## src/verilog/sdc_pkg.sv

```systemverilog
// Operation
// - Each segment-register attribute triple governs one 16 KB segment
// - BIOS register upper bits govern BIOS region
// - Bit 0 selects burst SRAM back-to-back timing
// - BIOS bit 3 lets PCI masters reach shadow
// - BIOS bit 0 selects refresh arbitration style
// - Clock-tuning bit 7 routes clock to row strobe
// - Bit 6 enables automatic banking for 32-bit DRAM
// - Bits 5:1 select one-hot clock delay tap
// - Bit 0 selects internal or external clock
// - Cycle options bit 7 enables enhanced posted writes
// - Bit 2 sets burst EDO write cycle time
// - Bit 1 enables mode-programming cycle
// - Programming enable clears when programming state exits; a cycle-options write in the exit cycle wins
// - Bit 0 enables 5-X-X-X-X burst timing
// - Clock-tuning registers reset to zero
package sdc_pkg;
   localparam int         SDC_DATA_W  = 32;            // Bus data width
   localparam int         SDC_ADDR_W  = 12;            // Bus address bits decoded
   localparam int         SDC_NREG    = 6;             // Registers in the bank
   // Register indices; byte address is four times the index
   localparam logic [7:0] SDC_IDX_SEG_D8  = 8'h83;
   localparam logic [7:0] SDC_IDX_SEG_E0  = 8'h84;
   localparam logic [7:0] SDC_IDX_SEG_E8  = 8'h85;
   localparam logic [7:0] SDC_IDX_BIOS    = 8'h86;
   localparam logic [7:0] SDC_IDX_CLK     = 8'ha4;
   localparam logic [7:0] SDC_IDX_DRAM    = 8'ha5;
   localparam logic [7:0] SDC_REG_IDX [SDC_NREG] = '{SDC_IDX_SEG_D8, SDC_IDX_SEG_E0, SDC_IDX_SEG_E8,
                                                    SDC_IDX_BIOS, SDC_IDX_CLK, SDC_IDX_DRAM};
   // Writable bits per register; the rest read as zero
   localparam logic [7:0] SDC_REG_MASK [SDC_NREG] = '{8'hff, 8'hff, 8'hff, 8'hff, 8'hff, 8'h87};
   localparam logic [7:0] SDC_REG_RST  = 8'h00;        // Reset value of every register
   // Positions of registers in the storage array
   localparam int         SDC_R_SEG_D8 = 0;
   localparam int         SDC_R_BIOS   = 3;
   localparam int         SDC_R_CLK    = 4;
   localparam int         SDC_R_DRAM   = 5;
   // Attribute group bit positions
   localparam int         SDC_B_RD_HI = 7;
   localparam int         SDC_B_CA_HI = 6;
   localparam int         SDC_B_WR_HI = 5;
   localparam int         SDC_B_RD_LO = 3;
   localparam int         SDC_B_CA_LO = 2;
   localparam int         SDC_B_WR_LO = 1;
   // Single control bits
   localparam int         SDC_B_B2B        = 0;
   localparam int         SDC_B_PCI_SHADOW = 3;
   localparam int         SDC_B_REFRESH    = 0;
   localparam int         SDC_B_ACLK_RS2   = 7;
   localparam int         SDC_B_AUTO_BANK  = 6;
   localparam int         SDC_B_DLY_HI     = 5;
   localparam int         SDC_B_DLY_LO     = 1;
   localparam int         SDC_B_ACLK_INT   = 0;
   localparam int         SDC_B_POST_WR    = 7;
   localparam int         SDC_B_BURST_EXTENDED_DATA_OUT_DRAM_1T    = 2;
   localparam int         SDC_B_WRITE_CAS_BEFORE_RAS_CYCLE       = 1;
   localparam int         SDC_B_BURST5     = 0;
   // Memory access decode
   localparam int         SDC_ACC_AW    = 20;          // Address bits within first megabyte
   localparam int         SDC_SEG_LSB   = 14;          // 16 KB segment granule
   localparam int         SDC_NSEG      = 6;           // Option segments in this bank
   localparam logic [5:0] SDC_SEG_FIRST = 6'h36;       // Segment at 0D8000h
   localparam int         SDC_BIOS_LSB  = 16;          // 64 KB BIOS granule
   localparam logic [3:0] SDC_BIOS_TAG  = 4'hf;        // BIOS at 0F0000h
   localparam int         SDC_A_RD = 2;                // Attribute triple: read
   localparam int         SDC_A_CA = 1;                // Attribute triple: cacheable
   localparam int         SDC_A_WR = 0;                // Attribute triple: write
   localparam logic [1:0] SDC_RESP_OKAY   = 2'b00;
   localparam logic [1:0] SDC_RESP_SLVERR = 2'b10;
endpackage

```

## src/verilog/sdc_regbus_if.sv

```systemverilog
`timescale 1ns/10ps
// Register access strobes between bus slave and register bank
interface sdc_regbus_if #(parameter int AW = 12);
   logic          wr_en;     // One-cycle write pulse
   logic [AW-1:0] wr_addr;   // Byte address of write
   logic [7:0]    wr_data;   // Low byte of write data
   logic          wr_strb;   // Lane 0 strobe
   logic          wr_ok;     // Address is mapped
   logic          rd_en;     // One-cycle read pulse
   logic [AW-1:0] rd_addr;   // Byte address of read
   logic [7:0]    rd_data;   // Read value
   logic          rd_ok;     // Address is mapped
   modport bus_end (output wr_en, wr_addr, wr_data, wr_strb, rd_en, rd_addr, input wr_ok, rd_data, rd_ok);
   modport reg_end (input wr_en, wr_addr, wr_data, wr_strb, rd_en, rd_addr, output wr_ok, rd_data, rd_ok);
endinterface // sdc_regbus_if

```

## src/verilog/sdc_top.sv

```systemverilog
`timescale 1ns/10ps
// Shadow attribute and DRAM timing configuration bank
module sdc_top #(
   parameter int DW = sdc_pkg::SDC_DATA_W,
   parameter int AW = sdc_pkg::SDC_ADDR_W
) (
   // Clock, reset
   input  wire logic                       sys_clk,
   input  wire logic                       rst,

   // AXI4-Lite register port
   input  wire logic [AW-1:0]              s_axi_awaddr,
   input  wire logic                       s_axi_awvalid,
   output logic                            s_axi_awready,
   input  wire logic [DW-1:0]              s_axi_wdata,
   input  wire logic [DW/8-1:0]            s_axi_wstrb,
   input  wire logic                       s_axi_wvalid,
   output logic                            s_axi_wready,
   output logic [1:0]                      s_axi_bresp,
   output logic                            s_axi_bvalid,
   input  wire logic                       s_axi_bready,
   input  wire logic [AW-1:0]              s_axi_araddr,
   input  wire logic                       s_axi_arvalid,
   output logic                            s_axi_arready,
   output logic [DW-1:0]                   s_axi_rdata,
   output logic [1:0]                      s_axi_rresp,
   output logic                            s_axi_rvalid,
   input  wire logic                       s_axi_rready,

   // Memory access to classify
   input  wire logic                       acc_valid,
   input  wire logic [sdc_pkg::SDC_ACC_AW-1:0] acc_addr,
   input  wire logic                       acc_write,
   input  wire logic                       acc_pci_master,
   input  wire logic                       dram_prog_state,

   // Access classification, one cycle after the access
   output logic                            acc_hit,
   output logic                            acc_to_dram,
   output logic                            acc_to_expansion,
   output logic                            acc_cacheable,

   // Controller configuration
   // Shadow, refresh
   output logic                            pbsram_b2b_en,
   output logic                            pci_shadow_en,
   output logic                            refresh_advanced,
   // Clock tuning
   output logic                            aclk_to_row_strobe_two,
   output logic                            auto_bank_en,
   output logic [4:0]                      aclk_delay_tap,
   output logic                            aclk_internal_sel,
   // DRAM cycles
   output logic                            enhanced_post_write_en,
   output logic                            burst_extended_data_out_dram_write_1t,
   output logic                            write_cas_before_ras_cycle_en,
   output logic                            dram_burst_5x_en
);
   // Bank sizes
   localparam int NREG = sdc_pkg::SDC_NREG;
   localparam int NSEG = sdc_pkg::SDC_NSEG;

   sdc_regbus_if #(.AW(AW)) bus ();          // Strobes from the bus slave

   // Register bank
   logic [7:0]      regs_q [NREG];           // Register storage
   logic [7:0]      regs_d [NREG];           // Next register values
   logic [NREG-1:0] wr_hit;                  // Write addressed to register
   logic [NREG-1:0] wr_match;                // Write address matches register
   logic            prog_prev_q;             // Programming state, one cycle old
   logic            prog_exit;               // Programming state just left

   // Classifier
   logic [2:0]      seg_attr [NSEG];         // Read, cache, write per segment
   logic [NSEG-1:0] seg_match;               // Access falls in segment
   logic [NSEG-1:0] seg_rd;                  // Readable segment hit
   logic            hit_q, hit_d;            // Access in governed range
   logic            dram_q, dram_d;          // Served from shadow DRAM
   logic            exp_q, exp_d;            // Forwarded to expansion bus
   logic            cache_q, cache_d;        // Cache may allocate

   // Read path
   logic [7:0]      rd_val;                  // Read mux result
   logic            rd_found;                // Read address mapped

   // Bus handshakes live in the front end
   sdc_axil_slave #(.DW(DW), .AW(AW)) u_slave (
      .sys_clk (sys_clk),
      .rst     (rst),
      .awaddr  (s_axi_awaddr),
      .awvalid (s_axi_awvalid),
      .awready (s_axi_awready),
      .wdata   (s_axi_wdata),
      .wstrb   (s_axi_wstrb),
      .wvalid  (s_axi_wvalid),
      .wready  (s_axi_wready),
      .bresp   (s_axi_bresp),
      .bvalid  (s_axi_bvalid),
      .bready  (s_axi_bready),
      .araddr  (s_axi_araddr),
      .arvalid (s_axi_arvalid),
      .arready (s_axi_arready),
      .rdata   (s_axi_rdata),
      .rresp   (s_axi_rresp),
      .rvalid  (s_axi_rvalid),
      .rready  (s_axi_rready),
      .bus     (bus)
   );

   // Exit of the programming state is a falling level
   assign prog_exit = prog_prev_q & ~dram_prog_state;

   // Per-register write decode and next value
   for (genvar g = 0; g < NREG; g++) begin : g_reg
      // Word index match; low two address bits ignored
      assign wr_match[g] = (bus.wr_addr[AW-1:2] == (AW-2)'(sdc_pkg::SDC_REG_IDX[g]));
      // Lane 0 carries the byte; without its strobe nothing changes
      assign wr_hit[g] = bus.wr_en & bus.wr_strb & wr_match[g];
      always_comb begin
         // Hold by default
         regs_d[g] = regs_q[g];
         if (wr_hit[g]) begin
            // Reserved bits forced to zero so they read back as zero
            regs_d[g] = bus.wr_data & sdc_pkg::SDC_REG_MASK[g];
         end else if (g == sdc_pkg::SDC_R_DRAM && prog_exit) begin
            // Software write in the exit cycle wins over the auto clear
            regs_d[g][sdc_pkg::SDC_B_WRITE_CAS_BEFORE_RAS_CYCLE] = 1'b0;
         end
      end
   end

   // Mapped: OKAY
   assign bus.wr_ok = |wr_match;

   // Read mux: unmapped words answer zero with an error
   always_comb begin
      // Unmapped default
      rd_val   = 8'h00;
      rd_found = 1'b0;
      for (int i = 0; i < NREG; i++) begin
         if (bus.rd_addr[AW-1:2] == (AW-2)'(sdc_pkg::SDC_REG_IDX[i])) begin
            rd_val   = regs_q[i];
            rd_found = 1'b1;
         end
      end
   end

   // Answer to slave
   assign bus.rd_data = rd_val;
   assign bus.rd_ok   = rd_found;

   // Register bank and programming state history
   always_ff @(posedge sys_clk) begin
      if (rst) begin
         // Reset values
         for (int i = 0; i < NREG; i++) begin
            regs_q[i] <= sdc_pkg::SDC_REG_RST;
         end
         prog_prev_q <= 1'b0;
      end else begin
         // Next values
         for (int i = 0; i < NREG; i++) begin
            regs_q[i] <= regs_d[i];
         end
         prog_prev_q <= dram_prog_state;
      end
   end

   // Option segments: two per register, upper group first
   for (genvar s = 0; s < NSEG; s++) begin : g_seg
      // Slots of segment
      localparam int RI = sdc_pkg::SDC_R_SEG_D8 + s / 2;
      localparam int BR = (s % 2 == 0) ? sdc_pkg::SDC_B_RD_HI : sdc_pkg::SDC_B_RD_LO;
      localparam int BC = (s % 2 == 0) ? sdc_pkg::SDC_B_CA_HI : sdc_pkg::SDC_B_CA_LO;
      localparam int BW = (s % 2 == 0) ? sdc_pkg::SDC_B_WR_HI : sdc_pkg::SDC_B_WR_LO;
      assign seg_attr[s]  = {regs_q[RI][BR], regs_q[RI][BC], regs_q[RI][BW]};
      // Segment number
      assign seg_match[s] = (acc_addr[sdc_pkg::SDC_ACC_AW-1:sdc_pkg::SDC_SEG_LSB]
                             == 6'(sdc_pkg::SDC_SEG_FIRST + 6'(s)));
      assign seg_rd[s]    = seg_match[s] & seg_attr[s][sdc_pkg::SDC_A_RD];
   end

   // Access classification
   always_comb begin
      logic [2:0] attr;
      logic       allowed;

      // Outside all ranges
      attr    = 3'b000;
      hit_d   = 1'b0;
      allowed = 1'b0;
      // Ranges disjoint
      for (int s = 0; s < NSEG; s++) begin
         if (seg_match[s]) begin
            attr  = seg_attr[s];
            hit_d = 1'b1;
         end
      end

      // BIOS area uses the upper group of its own register
      if (acc_addr[sdc_pkg::SDC_ACC_AW-1:sdc_pkg::SDC_BIOS_LSB] == sdc_pkg::SDC_BIOS_TAG) begin
         attr  = {regs_q[sdc_pkg::SDC_R_BIOS][sdc_pkg::SDC_B_RD_HI],
                  regs_q[sdc_pkg::SDC_R_BIOS][sdc_pkg::SDC_B_CA_HI],
                  regs_q[sdc_pkg::SDC_R_BIOS][sdc_pkg::SDC_B_WR_HI]};
         hit_d = 1'b1;
      end
      // Valid only
      hit_d = hit_d & acc_valid;

      // Direction picks which enable applies
      allowed = acc_write ? attr[sdc_pkg::SDC_A_WR] : attr[sdc_pkg::SDC_A_RD];

      // PCI masters see shadow only when permitted
      if (acc_pci_master && !regs_q[sdc_pkg::SDC_R_BIOS][sdc_pkg::SDC_B_PCI_SHADOW]) begin
         allowed = 1'b0;
      end

      // Refused: expansion
      dram_d  = hit_d & allowed;
      exp_d   = hit_d & ~allowed;

      // Cacheability is independent of routing
      cache_d = hit_d & attr[sdc_pkg::SDC_A_CA];
   end

   // Classification is registered; one cycle of latency
   always_ff @(posedge sys_clk) begin
      if (rst) begin
         // Nothing classified
         hit_q   <= 1'b0;
         dram_q  <= 1'b0;
         exp_q   <= 1'b0;
         cache_q <= 1'b0;
      end else begin
         // One cycle latency
         hit_q   <= hit_d;
         dram_q  <= dram_d;
         exp_q   <= exp_d;
         cache_q <= cache_d;
      end
   end

   // Flop outputs
   assign acc_hit          = hit_q;
   assign acc_to_dram      = dram_q;
   assign acc_to_expansion = exp_q;
   assign acc_cacheable    = cache_q;

   // Configuration straight from register flops
   // Shadow, refresh
   assign pbsram_b2b_en          = regs_q[sdc_pkg::SDC_R_SEG_D8][sdc_pkg::SDC_B_B2B];
   assign pci_shadow_en          = regs_q[sdc_pkg::SDC_R_BIOS][sdc_pkg::SDC_B_PCI_SHADOW];
   assign refresh_advanced       = regs_q[sdc_pkg::SDC_R_BIOS][sdc_pkg::SDC_B_REFRESH];

   // Clock tuning
   // Only for delay tuning; software must keep it off with offset 64 bits 0 and 2
   assign aclk_to_row_strobe_two = regs_q[sdc_pkg::SDC_R_CLK][sdc_pkg::SDC_B_ACLK_RS2];
   assign auto_bank_en           = regs_q[sdc_pkg::SDC_R_CLK][sdc_pkg::SDC_B_AUTO_BANK];
   // One-hot tap; zero selects the shortest delay
   assign aclk_delay_tap         = regs_q[sdc_pkg::SDC_R_CLK][sdc_pkg::SDC_B_DLY_HI:sdc_pkg::SDC_B_DLY_LO];
   assign aclk_internal_sel      = regs_q[sdc_pkg::SDC_R_CLK][sdc_pkg::SDC_B_ACLK_INT];

   // DRAM cycles
   assign enhanced_post_write_en = regs_q[sdc_pkg::SDC_R_DRAM][sdc_pkg::SDC_B_POST_WR];
   assign burst_extended_data_out_dram_write_1t = regs_q[sdc_pkg::SDC_R_DRAM][sdc_pkg::SDC_B_BURST_EXTENDED_DATA_OUT_DRAM_1T];
   assign write_cas_before_ras_cycle_en = regs_q[sdc_pkg::SDC_R_DRAM][sdc_pkg::SDC_B_WRITE_CAS_BEFORE_RAS_CYCLE];
   assign dram_burst_5x_en       = regs_q[sdc_pkg::SDC_R_DRAM][sdc_pkg::SDC_B_BURST5];
endmodule // sdc_top

```

## src/verilog/sdc_axil_slave.sv

```systemverilog
`timescale 1ns/10ps
// AXI4-Lite slave front end; one write and one read in flight
module sdc_axil_slave #(
   parameter int DW = 32,
   parameter int AW = 12
) (
   input  wire logic          sys_clk,
   input  wire logic          rst,
   input  wire logic [AW-1:0] awaddr,
   input  wire logic          awvalid,
   output logic               awready,
   input  wire logic [DW-1:0] wdata,
   input  wire logic [DW/8-1:0] wstrb,
   input  wire logic          wvalid,
   output logic               wready,
   output logic [1:0]         bresp,
   output logic               bvalid,
   input  wire logic          bready,
   input  wire logic [AW-1:0] araddr,
   input  wire logic          arvalid,
   output logic               arready,
   output logic [DW-1:0]      rdata,
   output logic [1:0]         rresp,
   output logic               rvalid,
   input  wire logic          rready,
   sdc_regbus_if.bus_end      bus
);
   logic          aw_have_q, aw_have_d;     // Write address captured
   logic          w_have_q,  w_have_d;      // Write data captured
   logic [AW-1:0] awaddr_q,  awaddr_d;
   logic [7:0]    wdata_q,   wdata_d;
   logic          wstrb_q,   wstrb_d;
   logic          awready_q, awready_d;
   logic          wready_q,  wready_d;
   logic          bvalid_q,  bvalid_d;
   logic [1:0]    bresp_q,   bresp_d;
   logic          arready_q, arready_d;
   logic          rvalid_q,  rvalid_d;
   logic [1:0]    rresp_q,   rresp_d;
   logic [DW-1:0] rdata_q,   rdata_d;

   // Commit once both halves are in and no response is pending
   assign bus.wr_en   = aw_have_q & w_have_q & ~bvalid_q;
   assign bus.wr_addr = awaddr_q;
   assign bus.wr_data = wdata_q;
   assign bus.wr_strb = wstrb_q;
   // Read is served in the handshake cycle; araddr is stable then
   assign bus.rd_en   = arvalid & arready_q;
   assign bus.rd_addr = araddr;

   // Next state of both channels
   always_comb begin
      aw_have_d = aw_have_q;
      w_have_d  = w_have_q;
      awaddr_d  = awaddr_q;
      wdata_d   = wdata_q;
      wstrb_d   = wstrb_q;
      bvalid_d  = bvalid_q;
      bresp_d   = bresp_q;
      rvalid_d  = rvalid_q;
      rresp_d   = rresp_q;
      rdata_d   = rdata_q;
      if (awvalid && awready_q) begin
         aw_have_d = 1'b1;
         awaddr_d  = awaddr;
      end
      if (wvalid && wready_q) begin
         w_have_d = 1'b1;
         wdata_d  = wdata[7:0];
         wstrb_d  = wstrb[0];
      end
      if (bus.wr_en) begin
         aw_have_d = 1'b0;
         w_have_d  = 1'b0;
         bvalid_d  = 1'b1;
         bresp_d   = bus.wr_ok ? sdc_pkg::SDC_RESP_OKAY : sdc_pkg::SDC_RESP_SLVERR;
      end else if (bvalid_q && bready) begin
         bvalid_d = 1'b0;
      end
      if (bus.rd_en) begin
         rvalid_d = 1'b1;
         rdata_d  = {{(DW-8){1'b0}}, bus.rd_data};
         rresp_d  = bus.rd_ok ? sdc_pkg::SDC_RESP_OKAY : sdc_pkg::SDC_RESP_SLVERR;
      end else if (rvalid_q && rready) begin
         rvalid_d = 1'b0;
      end
      // Readies registered so outputs come from flops
      awready_d = ~aw_have_d & ~bvalid_d;
      wready_d  = ~w_have_d & ~bvalid_d;
      arready_d = ~rvalid_d;
   end

   // Registers only
   always_ff @(posedge sys_clk) begin
      if (rst) begin
         aw_have_q <= 1'b0;
         w_have_q  <= 1'b0;
         awaddr_q  <= '0;
         wdata_q   <= '0;
         wstrb_q   <= 1'b0;
         awready_q <= 1'b0;
         wready_q  <= 1'b0;
         bvalid_q  <= 1'b0;
         bresp_q   <= sdc_pkg::SDC_RESP_OKAY;
         arready_q <= 1'b0;
         rvalid_q  <= 1'b0;
         rresp_q   <= sdc_pkg::SDC_RESP_OKAY;
         rdata_q   <= '0;
      end else begin
         aw_have_q <= aw_have_d;
         w_have_q  <= w_have_d;
         awaddr_q  <= awaddr_d;
         wdata_q   <= wdata_d;
         wstrb_q   <= wstrb_d;
         awready_q <= awready_d;
         wready_q  <= wready_d;
         bvalid_q  <= bvalid_d;
         bresp_q   <= bresp_d;
         arready_q <= arready_d;
         rvalid_q  <= rvalid_d;
         rresp_q   <= rresp_d;
         rdata_q   <= rdata_d;
      end
   end

   assign awready = awready_q;
   assign wready  = wready_q;
   assign bvalid  = bvalid_q;
   assign bresp   = bresp_q;
   assign arready = arready_q;
   assign rvalid  = rvalid_q;
   assign rresp   = rresp_q;
   assign rdata   = rdata_q;
endmodule // sdc_axil_slave

```

## config.mk

```make
export PLATFORM = sky130hd
export DESIGN_NAME = sdc_top
export DESIGN_NICKNAME = d
export VERILOG_FILES = /design/src/verilog/sdc_pkg.sv /design/src/verilog/sdc_regbus_if.sv /design/src/verilog/sdc_top.sv /design/src/verilog/sdc_axil_slave.sv
export SDC_FILE = /design/constraint.sdc
export NUM_CORES = 1
export LEC_CHECK = 0
export ABC_CLOCK_PERIOD_IN_PS = 2400
export BUFFER_PORTS_ARGS = -buffer_cell sky130_fd_sc_hd__buf_4
export CAP_MARGIN = 20
export CORE_MARGIN = 2
export CORE_UTILIZATION = 44
export DETAILED_ROUTE_END_ITERATION = 8
export GPL_TIMING_DRIVEN = 0
export PLACE_DENSITY = 0.76
export SYNTH_ARGS = -nofsm -noshare
export SYNTH_HDL_FRONTEND = slang
export SYNTH_SLANG_ARGS = --single-unit
export TNS_END_PERCENT = 100
```

## constraint.sdc

```tcl
create_clock -name sys_clk -period 2.4 [get_ports sys_clk]
set_clock_uncertainty 0.15 [all_clocks]
set_input_delay 0.48 -clock sys_clk [delete_from_list [all_inputs] [get_ports sys_clk]]
set_output_delay 0.48 -clock sys_clk [all_outputs]
set_load 0.005 [all_outputs]
```

==> results.md <==
* Area after DPL at around 4800 um^2
* Crit path buf inv count at 1
* # hold bufs at CTS at 0
* Clock Latency Late Sink at 0.35 ns
* Largest delay share family, worst path: simple AND/OR/NAND/NOR gates
* Max Fclk at roughly 430 MHz
* RePlAce Congestion at 0.875
* Fin util at 0.584
* Final wirelength at around 11 mm
* Post-Syn Area at between 3000 and 4000 um^2
* Library cells used by synthesis at 51
* Layout Nets at roughly 660
* Leakage at 2.03 nW
* Unrepaired setup endpoints after global routing: yes
* Fin area at a little over 5000 um^2
* Clock sink count at 85
* CTS tree: built
* GRT busiest layer: met2
* Worst EP arrival at between 2 and 2.5 ns
* Yosys warns at 0
* Initial Util at 0.454
* Crit-path max cell delay at about 0.54 ns
* Hold WC Path Type: input pin to flop
* Via count at 3639
* Row cnt at 34
* Data required time at the worst endpoint at 2.47 ns
* CP Class: flop to flop
* Core area at a little under 9000 um^2
* I/O Pins at ~150
* Number of DRC markers in iteration 0 at 280
* Layout fillers at between 700 and 800
* Number of enable flip-flop cells after synthesis at 0
* Commonest non-fill, non-tap cell in the layout: buf_4
* Seq/Total Area, Yosys at 0.427
* Power, Total at 3.04 mW
* Pin count of the biggest net entering global routing at 16
* CTS buffer count at 9
* Slew Viols, Final at 0
* Tot GR Track Use at 0.214
* Layout cells sized above 1 at 0.255
* Die area at around 9800 um^2
* Commonest non-fill, non-tap cells in the layout: buf_4, dfxtp_1, nor2_1
* Register bit count reported by yosys at between 80 and 90
* Detailed Place HPWL at about 7.6 mm
* Avg Cell Area, Syn at roughly 8.7 um^2
* Synth Flop Type: dfxtp_1
* Clock buffer depth at 2
* Fin crit share at 0.970
* Hold Fails Final Rpt at 0
* Setup-failing EPs final at 0
* Status: finished clean
* Final Critical Period at between 2 and 2.5 ns
* First-pass GRT wire length at 17.0 mm
* Max stage delay cell, worst path: or4b_4
* CP Capture Type: flop
* M2 GR Usage at 0.356
* Multi-input gate area at around 2100 um^2
* Pwr dens at 593 nW/um^2
* TritonRoute pass-1 iters at 4
* Synthesized instance count at approximately 460
* # DRC at 0
* Die width at roughly 99 um
* Number of diodes at 0
* Storage cell area at 1700 um^2
* Vias per cell at roughly 5.3
* Worst-path cell chain: or4b_4, or4_4, nor4_4, buf_12, mux2i_2, nor2_1
* Met1 Use GR at 0.289
* GR Overflow Total at 0
* Critical path peak fanout at 8
* PortBufs at 76
* WHS at approximately 0.21 ns
* Vias in the first global route at 3431
* Reg clk slew, reported paths at 0.08 ns
* CTS H-tree lvls at 3
* Initial antenna violation count at 0
* Area delta synth->final at 28.6%
* Met3 usage at 0.0316
* Peak VDD IR at between 0.3 and 0.4 mV
* Clk Tree Root Cell: clkbuf_8
* Critical path launch point type: flop
* Worst slew pin tran at between 0.7 and 0.8 ns
* Die Span Y at between 90 and 100 um
* MaxCap Viol Count at 0
* DR WL/cell at roughly 15 um
* Slew HR at 0.467
* FFs w/ async S/R, synth at 0
* Antenna-violating nets left at 0
==> through the flow <==
| stage | instances | setup WS [ns] | setup TNS (ns) |
|---|---|---|---|
| after floorplan | 483 | 0.0306 | 0 |
| after detailed placement | 667 | -0.478 | -8.16 |
| after global routing | 685 | -0.00846 | -0.00846 |
| final | 685 | 0.0715 | 0 |
| after global placement | 667 | -0.422 | -7.62 |
| after CTS | 685 | 0.00655 | 0 |
==> sequential cells by signal, indices dropped and copies added (netlist names) <==
signal,count
acc_cacheable,1
acc_hit,1
acc_to_dram,1
acc_to_expansion,1
prog_prev_q,1
regs_q,44
u_slave.arready,1
u_slave.aw_have_q,1
u_slave.awready,1
u_slave.bresp,1
u_slave.bus.wr_addr,10
u_slave.bus.wr_data,8
u_slave.bus.wr_strb,1
u_slave.bvalid,1
u_slave.rdata,8
u_slave.rresp,1
u_slave.rvalid,1
u_slave.w_have_q,1
u_slave.wready,1
==> timing repair <==
item | 4_1_cts | 5_1_grt
gates resized for setup | 5 | 6
endpoints found under the setup margin | 43 | 32
pin swaps | 3 | 2
setup buffers | 4 | 0
==> kinds of logic (layout without fill, tap and decap cells) <==
| group | after synthesis | count (layout) | share of synthesized area |
|---|---|---|---|
| muxes | 58 | 58 | 0.149 |
| AOI/OAI and AO/OA | 77 | 77 | 0.126 |
| DFF | 85 | 85 | 0.427 |
| buffers and inverters | 56 | 150 | 0.0783 |
| and+or+nand+nor | 181 | 181 | 0.218 |
| other | 1 | 26 | 0.000942 |
==> worst paths after layout <==
| path | cells past startpoint | end | slack [ns] | from |
|---|---|---|---|---|
| worst min-delay path | 3 | prog_prev_q | 0.21 | dram_prog_state |
| worst min register to register | 2 | u_slave.bus.wr_addr[9] | 0.31 | u_slave.bus.wr_addr[9] |
| worst max register to register | 6 | regs_q[0][1] | 0.07 | u_slave.bus.wr_addr[5] |
| worst max-delay path | 6 | regs_q[0][1] | 0.07 | u_slave.bus.wr_addr[5] |
==> cells in the mapped netlist, types with 2 or more instances <==
cell	number	area share
a22oi_1	8	0.015
dfxtp_1	85	0.43
nand3_1	3	0.0038
a221oi_1	2	0.0044
nor4b_1	2	0.0044
inv_1	6	0.0057
nor4_4	2	0.011
nand3b_1	2	0.0038
and2_1	5	0.0079
nand2_1	60	0.057
nand2b_1	5	0.0079
o311ai_0	3	0.0066
nor2b_1	6	0.0094
nor2_1	71	0.067
mux2i_1	48	0.12
buf_4	27	0.051
nand4b_1	2	0.0044
mux2_2	10	0.028
a21oi_1	31	0.039
buf_1	3	0.0028
o32a_1	4	0.010
clkbuf_1	20	0.019
o21ai_1	3	0.0038
nor4_1	3	0.0047
nor3_1	7	0.0088
a22o_1	3	0.0066
a211oi_1	6	0.011
o21ai_0	7	0.0088
nor4bb_1	2	0.0050
==> layout make-up <==
class / instances / area share
Multi-Input combinational cell: 342 / 0.410
Sequential cell: 85 / 0.333
Timing Repair Buffer: 80 / 0.122
Buffer: 48 / 0.0545
Clock buffer: 10 / 0.0269
Tap cell: 108 / 0.0264
Clock inverter: 6 / 0.0227
Inverter: 6 / 0.00440
==> tightest hold or removal path: cells and delay by family <==
kind | cells | cell delay (ns)
AND/OR/NAND/NOR | 1 | 0.08
buffers and inverters | 2 | 0.11
==> power by group <==
part | switching (mW) | total [mW] | internal [mW]
combinational | 0.152 | 0.294 | 0.142
clock | 0.533 | 1.26 | 0.729
sequential | 0.0361 | 1.48 | 1.44
total | 0.721 | 3.04 | 2.31
==> metal layers <==
layer	vias to the layer above	routed length, um
li1	1773	-
met3	16	603
met5	-	0
met1	1718	4730
met4	0	196
met2	132	5020
(Power assumes the default switching activity.)
